--- src/hdl/rx_status_pkg.sv ---
// constants for the receive status and data register bank
package rx_status_pkg;
  // register offsets
  localparam logic [7:0] OFS_RF_CTRL = 8'h03;
  localparam logic [7:0] OFS_SER_CTRL = 8'h06;
  localparam logic [7:0] OFS_RX_IRQ_EN = 8'h07;
  localparam logic [7:0] OFS_RX_STAT = 8'h08;
  localparam logic [7:0] OFS_RX_DATA_A = 8'h09;
  localparam logic [7:0] OFS_RX_MASK_A = 8'h0a;
  localparam logic [7:0] OFS_RX_DATA_B = 8'h0b;
  // field positions
  localparam int unsigned BIT_TX_EN = 7;
  localparam int unsigned BIT_RX_EN = 6;
  localparam int unsigned BIT_SER_SEL = 3;
  localparam int unsigned EOF_LEN_MSB = 2;
  localparam int unsigned ST_FULL_A = 0;
  localparam int unsigned ST_EOF_A = 1;
  localparam int unsigned ST_FLOW_A = 2;
  localparam int unsigned ST_VALID_A = 3;
  localparam int unsigned ST_FULL_B = 4;
  localparam int unsigned ST_EOF_B = 5;
  localparam int unsigned ST_FLOW_B = 6;
  localparam int unsigned ST_VALID_B = 7;
  // status bits able to interrupt (valid bits never do)
  localparam logic [7:0] IRQ_CAPABLE = 8'h77;
  // status bits cleared by a status read
  localparam logic [7:0] READ_CLEARED = 8'h66;
  localparam logic [7:0] ALL_BITS_VALID = 8'hff;
  // reset values and the last bit index
  localparam logic [7:0] RST_BYTE = 8'h00;
  localparam logic [3:0] RST_CNT = 4'h0;
  localparam logic [3:0] LAST_BIT = 4'h7;
endpackage : rx_status_pkg

--- src/hdl/rx_status_regs.sv ---
// receive status, channel a data and validity registers of the radio baseband
// ****************************************
// Summary of operation
// - enable bit 0 gates channel a full irq
// - receiver transfer raises full: byte or eof with a partial byte
// - status bits set regardless of enables
// - status reads zero outside receive mode
// - writes to status register are ignored
// - valid bit set when all byte bits valid
// - load before read sets flow violation
// - reading empty data register sets flow violation
// - status read clears flow and eof bits
// - eof after programmed gap of bit times
// - full pending in bit 4 b, 0 a
// - data a at 0x09, first bit in bit 0
// - validity mask a at 0x0a, read only
// - zero gap length: eof at first invalid bit
// - holding registers used only in byte mode
// ****************************************
`timescale 1ns/100ps
`default_nettype none
module rx_status_regs
  import rx_status_pkg::*;
(
  input wire logic CLK_SYS_I,
  input wire logic RST_N_I,
  input wire logic [7:0] REG_ADDR_I,
  input wire logic REG_WR_I,
  input wire logic REG_RD_I,
  input wire logic [7:0] REG_WDATA_I,
  output logic [7:0] REG_RDATA_O,
  input wire logic RXA_BIT_STB_I,
  input wire logic RXA_BIT_VAL_I,
  input wire logic RXA_BIT_DAT_I,
  input wire logic RXB_BIT_STB_I,
  input wire logic RXB_BIT_VAL_I,
  input wire logic RXB_BIT_DAT_I,
  output logic IRQ_O
);
  logic [7:0] rf_ctrl_r, rf_ctrl_nxt;
  logic [7:0] ser_ctrl_r, ser_ctrl_nxt;
  logic [7:0] irq_en_r, irq_en_nxt;
  logic [7:0] stat_r, stat_nxt;
  logic [7:0] data_a_r, data_a_nxt;
  logic [7:0] mask_a_r, mask_a_nxt;
  logic [7:0] rdata_r, rdata_nxt;
  logic rx_mode;
  logic gather_en;
  logic rd_stat;
  logic rd_data_a;
  logic rd_data_b;
  logic load_a, eof_a, load_b, eof_b;
  logic [7:0] byte_a, valid_a, valid_b;

  // receive only when rx enabled and tx off
  assign rx_mode = rf_ctrl_r[BIT_RX_EN] & ~rf_ctrl_r[BIT_TX_EN];
  assign gather_en = rx_mode & ser_ctrl_r[BIT_SER_SEL];
  assign rd_stat = REG_RD_I && REG_ADDR_I == OFS_RX_STAT;
  assign rd_data_a = REG_RD_I && REG_ADDR_I == OFS_RX_DATA_A;
  assign rd_data_b = REG_RD_I && REG_ADDR_I == OFS_RX_DATA_B;

  // ****************************************
  // channel receivers
  // ****************************************
  rx_byte_gather u_gather_a (
    .clk_i(CLK_SYS_I),
    .rst_n_i(RST_N_I),
    .en_i(gather_en),
    .bit_stb_i(RXA_BIT_STB_I),
    .bit_val_i(RXA_BIT_VAL_I),
    .bit_dat_i(RXA_BIT_DAT_I),
    .eof_len_i(ser_ctrl_r[EOF_LEN_MSB:0]),
    .load_o(load_a),
    .eof_o(eof_a),
    .data_o(byte_a),
    .mask_o(valid_a)
  );

  // channel b data itself is kept outside; only its status lives here
  rx_byte_gather u_gather_b (
    .clk_i(CLK_SYS_I),
    .rst_n_i(RST_N_I),
    .en_i(gather_en),
    .bit_stb_i(RXB_BIT_STB_I),
    .bit_val_i(RXB_BIT_VAL_I),
    .bit_dat_i(RXB_BIT_DAT_I),
    .eof_len_i(ser_ctrl_r[EOF_LEN_MSB:0]),
    .load_o(load_b),
    .eof_o(eof_b),
    .data_o(),
    .mask_o(valid_b)
  );

  // ****************************************
  // status and data next state
  // ****************************************
  always_comb begin
    stat_nxt = stat_r;
    data_a_nxt = data_a_r;
    mask_a_nxt = mask_a_r;
    // clears first, so a same-cycle event wins
    if (rd_stat) begin
      stat_nxt = stat_r & ~READ_CLEARED;
    end
    if (rd_data_a) begin
      if (stat_r[ST_FULL_A]) begin
        stat_nxt[ST_FULL_A] = 1'b0;
      end else begin
        stat_nxt[ST_FLOW_A] = 1'b1;
      end
    end
    if (rd_data_b) begin
      if (stat_r[ST_FULL_B]) begin
        stat_nxt[ST_FULL_B] = 1'b0;
      end else begin
        stat_nxt[ST_FLOW_B] = 1'b1;
      end
    end
    // sets never look at the enables, so polling works
    if (load_a) begin
      if (stat_r[ST_FULL_A] && !rd_data_a) begin
        stat_nxt[ST_FLOW_A] = 1'b1;
      end
      stat_nxt[ST_FULL_A] = 1'b1;
      stat_nxt[ST_VALID_A] = (valid_a == ALL_BITS_VALID);
      data_a_nxt = byte_a;
      mask_a_nxt = valid_a;
    end
    if (load_b) begin
      if (stat_r[ST_FULL_B] && !rd_data_b) begin
        stat_nxt[ST_FLOW_B] = 1'b1;
      end
      stat_nxt[ST_FULL_B] = 1'b1;
      stat_nxt[ST_VALID_B] = (valid_b == ALL_BITS_VALID);
    end
    if (eof_a) begin
      stat_nxt[ST_EOF_A] = 1'b1;
    end
    if (eof_b) begin
      stat_nxt[ST_EOF_B] = 1'b1;
    end
    if (!rx_mode) begin
      stat_nxt = RST_BYTE;
    end
  end

  // ****************************************
  // host port: writes and read data
  // ****************************************
  always_comb begin
    rf_ctrl_nxt = rf_ctrl_r;
    ser_ctrl_nxt = ser_ctrl_r;
    irq_en_nxt = irq_en_r;
    rdata_nxt = rdata_r;
    // status, data and mask take no writes
    if (REG_WR_I) begin
      case (REG_ADDR_I)
        OFS_RF_CTRL: rf_ctrl_nxt = REG_WDATA_I;
        OFS_SER_CTRL: ser_ctrl_nxt = REG_WDATA_I;
        OFS_RX_IRQ_EN: irq_en_nxt = REG_WDATA_I;
        default: rf_ctrl_nxt = rf_ctrl_r;
      endcase
    end
    if (REG_RD_I) begin
      case (REG_ADDR_I)
        OFS_RF_CTRL: rdata_nxt = rf_ctrl_r;
        OFS_SER_CTRL: rdata_nxt = ser_ctrl_r;
        OFS_RX_IRQ_EN: rdata_nxt = irq_en_r;
        OFS_RX_STAT: rdata_nxt = stat_r & {8{rx_mode}};
        OFS_RX_DATA_A: rdata_nxt = data_a_r;
        OFS_RX_MASK_A: rdata_nxt = mask_a_r;
        default: rdata_nxt = RST_BYTE;
      endcase
    end
  end

  // ****************************************
  // registers
  // ****************************************
  always_ff @(posedge CLK_SYS_I) begin
    if (!RST_N_I) begin
      rf_ctrl_r <= RST_BYTE;
      ser_ctrl_r <= RST_BYTE;
      irq_en_r <= RST_BYTE;
      stat_r <= RST_BYTE;
      data_a_r <= RST_BYTE;
      mask_a_r <= RST_BYTE;
      rdata_r <= RST_BYTE;
    end else begin
      rf_ctrl_r <= rf_ctrl_nxt;
      ser_ctrl_r <= ser_ctrl_nxt;
      irq_en_r <= irq_en_nxt;
      stat_r <= stat_nxt;
      data_a_r <= data_a_nxt;
      mask_a_r <= mask_a_nxt;
      rdata_r <= rdata_nxt;
    end
  end

  assign REG_RDATA_O = rdata_r;
  // valid bits are masked off: they never interrupt
  assign IRQ_O = |(stat_r & irq_en_r & IRQ_CAPABLE);

  // ****************************************
  // checks
  // ****************************************
  chk_full_irq_gate: assert property (@(posedge CLK_SYS_I) disable iff (!RST_N_I)
    rx_mode && load_a && irq_en_r[0] && !REG_WR_I |=> IRQ_O && stat_r[ST_FULL_A])
    else $error("enabled full a did not raise the interrupt");
  chk_full_on_load: assert property (@(posedge CLK_SYS_I) disable iff (!RST_N_I)
    rx_mode && load_b && !REG_WR_I |=> stat_r[ST_FULL_B])
    else $error("load did not set full");
  chk_valid_all: assert property (@(posedge CLK_SYS_I) disable iff (!RST_N_I)
    rx_mode && load_a && !REG_WR_I |=> stat_r[ST_VALID_A] == (mask_a_r == ALL_BITS_VALID))
    else $error("valid a does not match the mask");
  chk_overflow_set: assert property (@(posedge CLK_SYS_I) disable iff (!RST_N_I)
    rx_mode && load_a && stat_r[ST_FULL_A] && !REG_RD_I && !REG_WR_I |=> stat_r[ST_FLOW_A])
    else $error("overflow a not flagged");
  chk_underflow_set: assert property (@(posedge CLK_SYS_I) disable iff (!RST_N_I)
    rx_mode && rd_data_a && !stat_r[ST_FULL_A] && !REG_WR_I |=> stat_r[ST_FLOW_A])
    else $error("underflow a not flagged");
  chk_read_clears: assert property (@(posedge CLK_SYS_I) disable iff (!RST_N_I)
    rd_stat && !eof_a && !load_a |=> !stat_r[ST_EOF_A] && !stat_r[ST_FLOW_A])
    else $error("status read did not clear eof a and flow a");
  chk_idle_zero: assert property (@(posedge CLK_SYS_I) disable iff (!RST_N_I)
    rd_stat && !rx_mode |=> REG_RDATA_O == RST_BYTE)
    else $error("status not zero outside receive mode");
  chk_wr_ignored: assert property (@(posedge CLK_SYS_I) disable iff (!RST_N_I)
    REG_WR_I && REG_ADDR_I == OFS_RX_STAT && rx_mode && !load_a && !load_b && !eof_a && !eof_b
    |=> $stable(stat_r))
    else $error("write changed the status register");
  chk_eof_flag: assert property (@(posedge CLK_SYS_I) disable iff (!RST_N_I)
    rx_mode && eof_b && !REG_WR_I |=> stat_r[ST_EOF_B])
    else $error("eof b not flagged");
  chk_byte_mode_only: assert property (@(posedge CLK_SYS_I) disable iff (!RST_N_I)
    !gather_en ##1 !gather_en |-> !load_a && !load_b)
    else $error("holding register loaded outside byte mode");
endmodule : rx_status_regs
`default_nettype wire

--- src/hdl/rx_byte_gather.sv ---
// one receive channel: packs bit times into a byte with a validity mask
`timescale 1ns/100ps
`default_nettype none
module rx_byte_gather
  import rx_status_pkg::*;
(
  input wire logic clk_i,
  input wire logic rst_n_i,
  input wire logic en_i,
  input wire logic bit_stb_i,
  input wire logic bit_val_i,
  input wire logic bit_dat_i,
  input wire logic [2:0] eof_len_i,
  output logic load_o,
  output logic eof_o,
  output logic [7:0] data_o,
  output logic [7:0] mask_o
);
  typedef enum logic {IDLE, RECV} gather_e;

  gather_e state_r, state_nxt;
  logic [3:0] cnt_r, cnt_nxt;
  logic [3:0] gap_r, gap_nxt;
  logic [7:0] shf_r, shf_nxt;
  logic [7:0] msk_r, msk_nxt;
  logic [7:0] data_r, data_nxt;
  logic [7:0] mask_r, mask_nxt;
  logic load_r, load_nxt;
  logic eof_r, eof_nxt;

  // ****************************************
  // next state
  // ****************************************
  always_comb begin
    state_nxt = state_r;
    cnt_nxt = cnt_r;
    gap_nxt = gap_r;
    shf_nxt = shf_r;
    msk_nxt = msk_r;
    data_nxt = data_r;
    mask_nxt = mask_r;
    load_nxt = 1'b0;
    eof_nxt = 1'b0;
    if (!en_i) begin
      state_nxt = IDLE;
      cnt_nxt = RST_CNT;
      gap_nxt = RST_CNT;
      shf_nxt = RST_BYTE;
      msk_nxt = RST_BYTE;
    end else if (bit_stb_i && (bit_val_i || state_r == RECV)) begin
      if (!bit_val_i && ({1'b0, eof_len_i} < gap_r + 4'h1)) begin
        // gap exceeded: end of frame, flush any partial byte
        eof_nxt = 1'b1;
        load_nxt = (cnt_r != RST_CNT);
        data_nxt = shf_r;
        mask_nxt = msk_r;
        state_nxt = IDLE;
        cnt_nxt = RST_CNT;
        gap_nxt = RST_CNT;
        shf_nxt = RST_BYTE;
        msk_nxt = RST_BYTE;
      end else begin
        // first bit over the air lands in bit 0
        shf_nxt[cnt_r[2:0]] = bit_val_i & bit_dat_i;
        msk_nxt[cnt_r[2:0]] = bit_val_i;
        gap_nxt = bit_val_i ? RST_CNT : gap_r + 4'h1;
        state_nxt = RECV;
        if (cnt_r == LAST_BIT) begin
          load_nxt = 1'b1;
          data_nxt = shf_nxt;
          mask_nxt = msk_nxt;
          cnt_nxt = RST_CNT;
          shf_nxt = RST_BYTE;
          msk_nxt = RST_BYTE;
        end else begin
          cnt_nxt = cnt_r + 4'h1;
        end
      end
    end
  end

  // ****************************************
  // registers
  // ****************************************
  always_ff @(posedge clk_i) begin
    if (!rst_n_i) begin
      state_r <= IDLE;
      cnt_r <= RST_CNT;
      gap_r <= RST_CNT;
      shf_r <= RST_BYTE;
      msk_r <= RST_BYTE;
      data_r <= RST_BYTE;
      mask_r <= RST_BYTE;
      load_r <= 1'b0;
      eof_r <= 1'b0;
    end else begin
      state_r <= state_nxt;
      cnt_r <= cnt_nxt;
      gap_r <= gap_nxt;
      shf_r <= shf_nxt;
      msk_r <= msk_nxt;
      data_r <= data_nxt;
      mask_r <= mask_nxt;
      load_r <= load_nxt;
      eof_r <= eof_nxt;
    end
  end

  assign load_o = load_r;
  assign eof_o = eof_r;
  assign data_o = data_r;
  assign mask_o = mask_r;

  chk_eof_zero_len: assert property (@(posedge clk_i) disable iff (!rst_n_i)
    en_i && bit_stb_i && !bit_val_i && state_r == RECV && eof_len_i == 3'h0 |=> eof_o)
    else $error("zero gap length did not end the frame");
endmodule : rx_byte_gather
`default_nettype wire

--- config.mk ---
export PLATFORM = sky130hd
export DESIGN_NAME = rx_status_regs
export DESIGN_NICKNAME = d
export VERILOG_FILES = /design/src/hdl/rx_status_pkg.sv /design/src/hdl/rx_status_regs.sv /design/src/hdl/rx_byte_gather.sv
export SDC_FILE = /design/constraint.sdc
export NUM_CORES = 1
export LEC_CHECK = 0
export ABC_AREA = 1
export BUFFER_PORTS_ARGS = -buffer_cell sky130_fd_sc_hd__buf_2
export CAP_MARGIN = 20
export CORE_MARGIN = 4
export CORE_UTILIZATION = 56
export CTS_BUF_LIST = sky130_fd_sc_hd__clkbuf_4 sky130_fd_sc_hd__clkbuf_8 sky130_fd_sc_hd__clkbuf_16
export DETAILED_ROUTE_END_ITERATION = 10
export GPL_TIMING_DRIVEN = 0
export HOLD_SLACK_MARGIN = 0.12
export MAX_ROUTING_LAYER = met4
export PLACE_DENSITY = 0.86
export SLEW_MARGIN = 30
export SYNTH_ARGS = -nofsm -noshare
export SYNTH_HDL_FRONTEND = slang
export SYNTH_HIERARCHICAL = 1
export SYNTH_SLANG_ARGS = --single-unit
--- constraint.sdc ---
create_clock -name CLK_SYS_I -period 1.7 [get_ports CLK_SYS_I]
set_input_delay 0.34 -clock CLK_SYS_I [delete_from_list [all_inputs] [get_ports CLK_SYS_I]]
set_output_delay 0.34 -clock CLK_SYS_I [all_outputs]
set_load 0.03 [all_outputs]
==> results of run 1 <==
## timing repair
| action | in CTS | in global routing |
|---|---|---|
| pin swaps | 6 | 21 |
| endpoints found under the setup margin | 69 | 70 |
| resized for setup | 62 | 75 |
| setup buffers | 8 | 4 |
| gates cloned | 6 | 0 |
| hold endpoints to repair | 0 | 0 |
## worst max-delay path, cell delays in order, from the launching register on
cell and delay, ns:
dfxtp_2 0.34, ha_4 0.29, inv_4 0.04, ha_4 0.21, o21ai_2 0.06, nand2_2 0.09, nand3_4 0.10, nand3_4 0.13
nand2_4 0.15, nand2_8 0.09, buf_6 0.15, nand2_1 0.06, nand2_1 0.07, nor2_1 0.11
## worst paths after layout
path | startpoint | endpoint | slack, ns | depth (start not counted)
max | u_gather_a/gap_r[1] | u_gather_a/data_o[6] | -0.28 | 13
max reg2reg | u_gather_a/gap_r[1] | u_gather_a/data_o[6] | -0.28 | 13
min | REG_WDATA_I[4] | rf_ctrl_r[4] | 0.21 | 3
min reg2reg | u_gather_b/eof_o | stat_r[5] | 0.44 | 2
## metal layers
| metal | vias up | track usage |
|---|---|---|
| li1 | 3157 | - |
| met1 | 3010 | 0.355 |
| met2 | 403 | 0.449 |
| met3 | 98 | 0.0568 |
| met4 | 0 | 0.122 |
| met5 | - | - |
## final cells by class
cell class	count	area share
clock inverter	7	0.0107
sequential	126	0.320
multi-input combinational	661	0.453
inverter	113	0.0552
tap	140	0.0221
timing repair buffer	48	0.0398
clock buffer	25	0.0637
buffer	40	0.0352
## power by group
group / internal (uW) / switching (uW) / total (uW)
combinational: 107 / 244 / 351
sequential: 2960 / 5.64 / 2970
clock: 2340 / 1290 / 3630
## per-stage QoR
stage / utilization / instances / total power (uW)
2_1_floorplan: - / 939 / 3220
3_5_place_dp: 0.614 / 1110 / 3330
4_1_cts: 0.693 / 1156 / 6920
3_3_place_gp: 0.614 / 1110 / 3320
6_report: 0.718 / 1160 / 6950
5_1_grt: 0.718 / 1160 / 7140
==> impl_metrics.yaml, run 1 <==
run_status:
  status: "finished with violations"
  violations: "setup timing"
power:
  ir_drop_mv: 0.692
  power_density_nw_per_um2: 878
  leakagePower_uw: 0.00331
sta:
  setup_viol: 65
  clock_skew_ns: 0.00993
  slew_violations: 0
  rsz0062_at_grt: "yes"
  setup_ws_ns: -0.281
  finalSetupTns_ns: -10.93
  hold-worst-slack_ns: 0.213
  worst_slew_pin_slew_ns: 0.556
  max-slew-margin-rel: 0.629
  hold_viol: 0
  fmax_mhz: 505
  fin_crit_sh: 1.17
  finalCriticalPeriod_ns: 1.98
floorplanning:
  die_h_um: 115
  die_area_um2: 13200
  fp-row-count: 38
  io_pins: 35
  core_area_um2: 11000
  die_w_um: 115
  start_util: 0.581
grt:
  grt_pass1_vias: 6026
  grt_pass1_wl_um: 29100
  grt_antenna_before_repair: 0
  overflow: 0
  grt_max_degree: 17
  grt_use_total: 0.285
placement:
  io_buffers: 31
  pre_cts_ws_ns: -0.367
  dpl_cell_area_um2: 6780
  gp_congestion: 0.961
  dp_hpwl_um: 11100
drt:
  met2_length_um: 9100
  drtIter0Drc: 781
  drc: 0
  wl_met1_um: 7660
  dr_total_vias: 6668
  vias_per_cell: 5.75
  detail_route.wirelength_um: 19300
  routed.top_layer: "met4"
  route.met3.wl_um: 1630
  post_drt_wl_per_cell_um: 16.7
  drtAntennaViolNets: 0
  first_pass_iters: 5
clock_network:
  clk_pin_slew_worst_paths_ns: 0.05
  clockBufferDepth: 2
  clkLatencyLatePin_ns: 0.43
  cts-root-buf: "clkbuf_16"
  cts_tree: "built"
  cts-buffers-inserted: 17
  postCtsHoldBufs: 0
  clock-sinks: 126
  htreeDepth: 4
logic_synthesis:
  synth_warnings: 6
  syn_avg_cell_area_um2: 6.82
  syn_nets: 975
  synth_area_um2: 6400
  synthCells: 939
cells_and_area:
  final_cell_mix: "nand2_1 (161), nor2_1 (133), dfxtp_1 (122), inv_1 (96), o21ai_0 (80)"
  nFillCells: 806
  area_growth_pct: 23.6
  diodes: 0
  drive_above_1_share: 0.236
  nNetsFinal: 1043
  fin_area_um2: 7920
  ff_latch_area_um2: 2530
  layout_commonest_cell: "nand2_1"
  multi_input_area_um2: 3590
flow_run:
  cap_violations: 0
worst_setup_path:
  setup.worst_path.end_class: "register"
  arrival_ns: 2.34
  cp.required_ns: 2.06
  critPathMaxFanout: 5
  worst_setup_path_start_kind: "register"
  criticalPathCategory: "register to register"
hold_path:
  min_path_type: "input pin to register"
Power figures use the tool's default switching activity.
==> inputs of run 2 (changes only) <==
--- a/config.mk
+++ b/config.mk
@@ -9,15 +9,14 @@
 export BUFFER_PORTS_ARGS = -buffer_cell sky130_fd_sc_hd__buf_2
 export CAP_MARGIN = 20
 export CORE_MARGIN = 4
-export CORE_UTILIZATION = 56
+export CORE_UTILIZATION = 55
 export CTS_BUF_LIST = sky130_fd_sc_hd__clkbuf_4 sky130_fd_sc_hd__clkbuf_8 sky130_fd_sc_hd__clkbuf_16
 export DETAILED_ROUTE_END_ITERATION = 10
 export GPL_TIMING_DRIVEN = 0
 export HOLD_SLACK_MARGIN = 0.12
 export MAX_ROUTING_LAYER = met4
-export PLACE_DENSITY = 0.86
+export PLACE_DENSITY = 0.85
 export SLEW_MARGIN = 30
 export SYNTH_ARGS = -nofsm -noshare
 export SYNTH_HDL_FRONTEND = slang
-export SYNTH_HIERARCHICAL = 1
 export SYNTH_SLANG_ARGS = --single-unit
==> impl_metrics.yaml, run 2 <==
sta:
  hold-worst-slack_ns: 0.127
  fmax_mhz: 474
  rsz0062_at_grt: "yes"
  clock_skew_ns: 0.0118
  slew_violations: 0
  setup_ws_ns: -0.410
  hold_viol: 0
  worst_slew_pin_slew_ns: 0.788
  fin_crit_sh: 1.24
  setup_viol: 69
  max-slew-margin-rel: 0.475
  finalCriticalPeriod_ns: 2.11
clock_network:
  clk_pin_slew_worst_paths_ns: 0.07
  htreeDepth: 4
  cts-root-buf: "clkbuf_8"
  clkLatencyLatePin_ns: 0.54
  clockBufferDepth: 2
  cts-buffers-inserted: 17
  cts_tree: "built"
  clock-sinks: 126
drt:
  dr_total_vias: 6906
  drc: 0
  drtIter0Drc: 1047
  detail_route.wirelength_um: 20500
  vias_per_cell: 6.08
  drtAntennaViolNets: 0
  first_pass_iters: 9
  post_drt_wl_per_cell_um: 18.1
logic_synthesis:
  synth_warnings: 0
  synth_common_cells: "nand2_1 (212), dfxtp_1 (126), nor2_1 (120), o21ai_0 (96), inv_1 (94)"
  syn_avg_cell_area_um2: 6.80
  synth.top_cell.area_share: 0.414
  synth.most_common_cell: "nand2_1"
  synthArstFlopShare: 0
  synthFlopType: "dfxtp_1"
  synth_area_leaders: "dfxtp_1 (41%), nand2_1 (13%), o21ai_0 (7.9%)"
  synth_edf_count: 0
  synth_area_leader_cell: "dfxtp_1"
  ys_seq_area_frac: 0.414
  synthDistinctLibCells: 33
  ys_seq_elements: 126
  syn_nets: 932
  synth_area_um2: 6090
  synthCells: 896
grt:
  grt_pass1_wl_um: 28500
  grt_max_degree: 17
  overflow: 0
  grt_pass1_vias: 5940
  grt_use_total: 0.286
  grt_antenna_before_repair: 0
power:
  leakagePower_uw: 0.00323
  power_density_nw_per_um2: 892
  total_power_uw: 7050
  p_switching_uw: 1670
  combPwrFrac: 0.051
  power.clock.fraction: 0.529
  ir_drop_mv: 1.08
  p_sw_frac: 0.236
  seq_power_share: 0.420
  internal_power_uw: 5380
flow_run:
  cap_violations: 0
worst_setup_path:
  worst-r2r-setup-slack_ns: -0.41
  reg2reg_depth: 10
  rr_endpoint: "u_gather_a.data_o[7]"
  arrival_ns: 2.54
  crit_start: "u_gather_a.gap_r[1]"
  r2r-start: "u_gather_a.gap_r[1]"
  cp.required_ns: 2.13
  critPathMaxFanout: 5
  worst_setup_path_start_kind: "register"
  setup.worst_path.end_class: "register"
  criticalPathCategory: "register to register"
  setup.worst_path.end: "u_gather_a.data_o[7]"
floorplanning:
  die_w_um: 113
  start_util: 0.562
  die_h_um: 113
  io_pins: 35
  core_area_um2: 10800
  die_area_um2: 12800
  fp-row-count: 38
hold_path:
  min_path_type: "input pin to register"
placement:
  dpl_cell_area_um2: 6470
  placed_cells: 1068
  io_buffers: 32
  dp_hpwl_um: 11000
  gp_congestion: 0.964
cells_and_area:
  area_growth_pct: 29.8
  nFillCells: 735
  diodes: 0
  fin_area_um2: 7900
  final_cell_mix: "nand2_1 (179), dfxtp_1 (117), nor2_1 (99), inv_1 (90), o21ai_0 (86)"
  drive_above_1_share: 0.241
  fin_cells: 1135
  nNetsFinal: 1018
  layout_commonest_cell: "nand2_1"
run_status:
  status: "finished with violations"
  violations: "setup timing"
-- run 2: power by group through the flow --
stage	logic, uW	clock network, uW	registers [uW]
global route	375	3870	2960
CTS	300	3680	2960
floorplan	141	0	3050
finish	356	3730	2960
global placement	260	0	3030
detailed placement	261	0	3030
-- run 2: repair_timing --
action                                  CTS  global route
pin swaps                                18            38
endpoints found under the hold margin     7             0
gates resized for setup                  60           102
setup buffers                            15             6
hold buffers                              7             0
endpoints found under the setup margin   67            69
cloned                                    5             2
-- run 2: cells by family (layout without fill, tap and decap cells) --
group	Yosys count	count (layout)	share of synthesized area
AO/OA/AOI/OAI	196	196	0.169
buffers and inverters	134	231	0.0915
XOR/XNOR	2	2	0.00288
flip-flops	126	126	0.414
adder cells (fa/ha/maj)	10	10	0.0206
AND/OR/NAND/NOR	428	430	0.302
-- run 2: worst min path at each step --
| stage | start | end | depth (start not counted) |
|---|---|---|---|
| floorplan | u_gather_a.eof_o | stat_r[1] | 2 |
| finish | REG_WDATA_I[5] | irq_en_r[5] | 3 |
| global route | REG_WDATA_I[5] | irq_en_r[5] | 3 |
| CTS | REG_WDATA_I[5] | irq_en_r[5] | 3 |
| global placement | u_gather_b.eof_o | stat_r[5] | 2 |
| detailed placement | u_gather_b.eof_o | stat_r[5] | 2 |
-- run 2: final cells by class --
type,count,area [um2],area share
buffer,37,211,0.0268
clock buffer,19,442,0.0559
clock inverter,13,164,0.0207
inverter,97,382,0.0483
multi-input combinational,638,3500,0.443
sequential,126,2540,0.322
tap,140,175,0.0222
timing repair buffer,64,474,0.0600
timing repair inverter,1,8.76,0.00111
-- run 2: worst max-delay path, cell delays in order (launching register included) --
cell     delay (ns)
dfxtp_4        0.36
ha_4           0.16
xnor2_2        0.14
ha_1           0.39
nand3_4        0.15
nand3_4        0.15
nand2_4        0.16
nand2_2        0.11
buf_6          0.17
nor2_1         0.12
nor2_1         0.09
-- run 2: metrics by stage --
step	setup slack, ns	utilization	setup TNS [ns]
6_report	-0.410	0.729	-14.97
5_1_grt	-0.424	0.729	-17.60
4_1_cts	-0.140	0.689	-3.94
3_5_place_dp	-0.301	0.597	-11.24
3_3_place_gp	-0.280	0.597	-8.92
2_1_floorplan	-0.0629	-	-1.04
-- run 2: metal layers --
layer,GRT usage,part of all wire,up-vias
li1,-,-,3082
met1,0.345,0.36,3107
met2,0.445,0.46,562
met3,0.0572,0.11,155
met4,0.160,0.070,0
met5,-,0,-
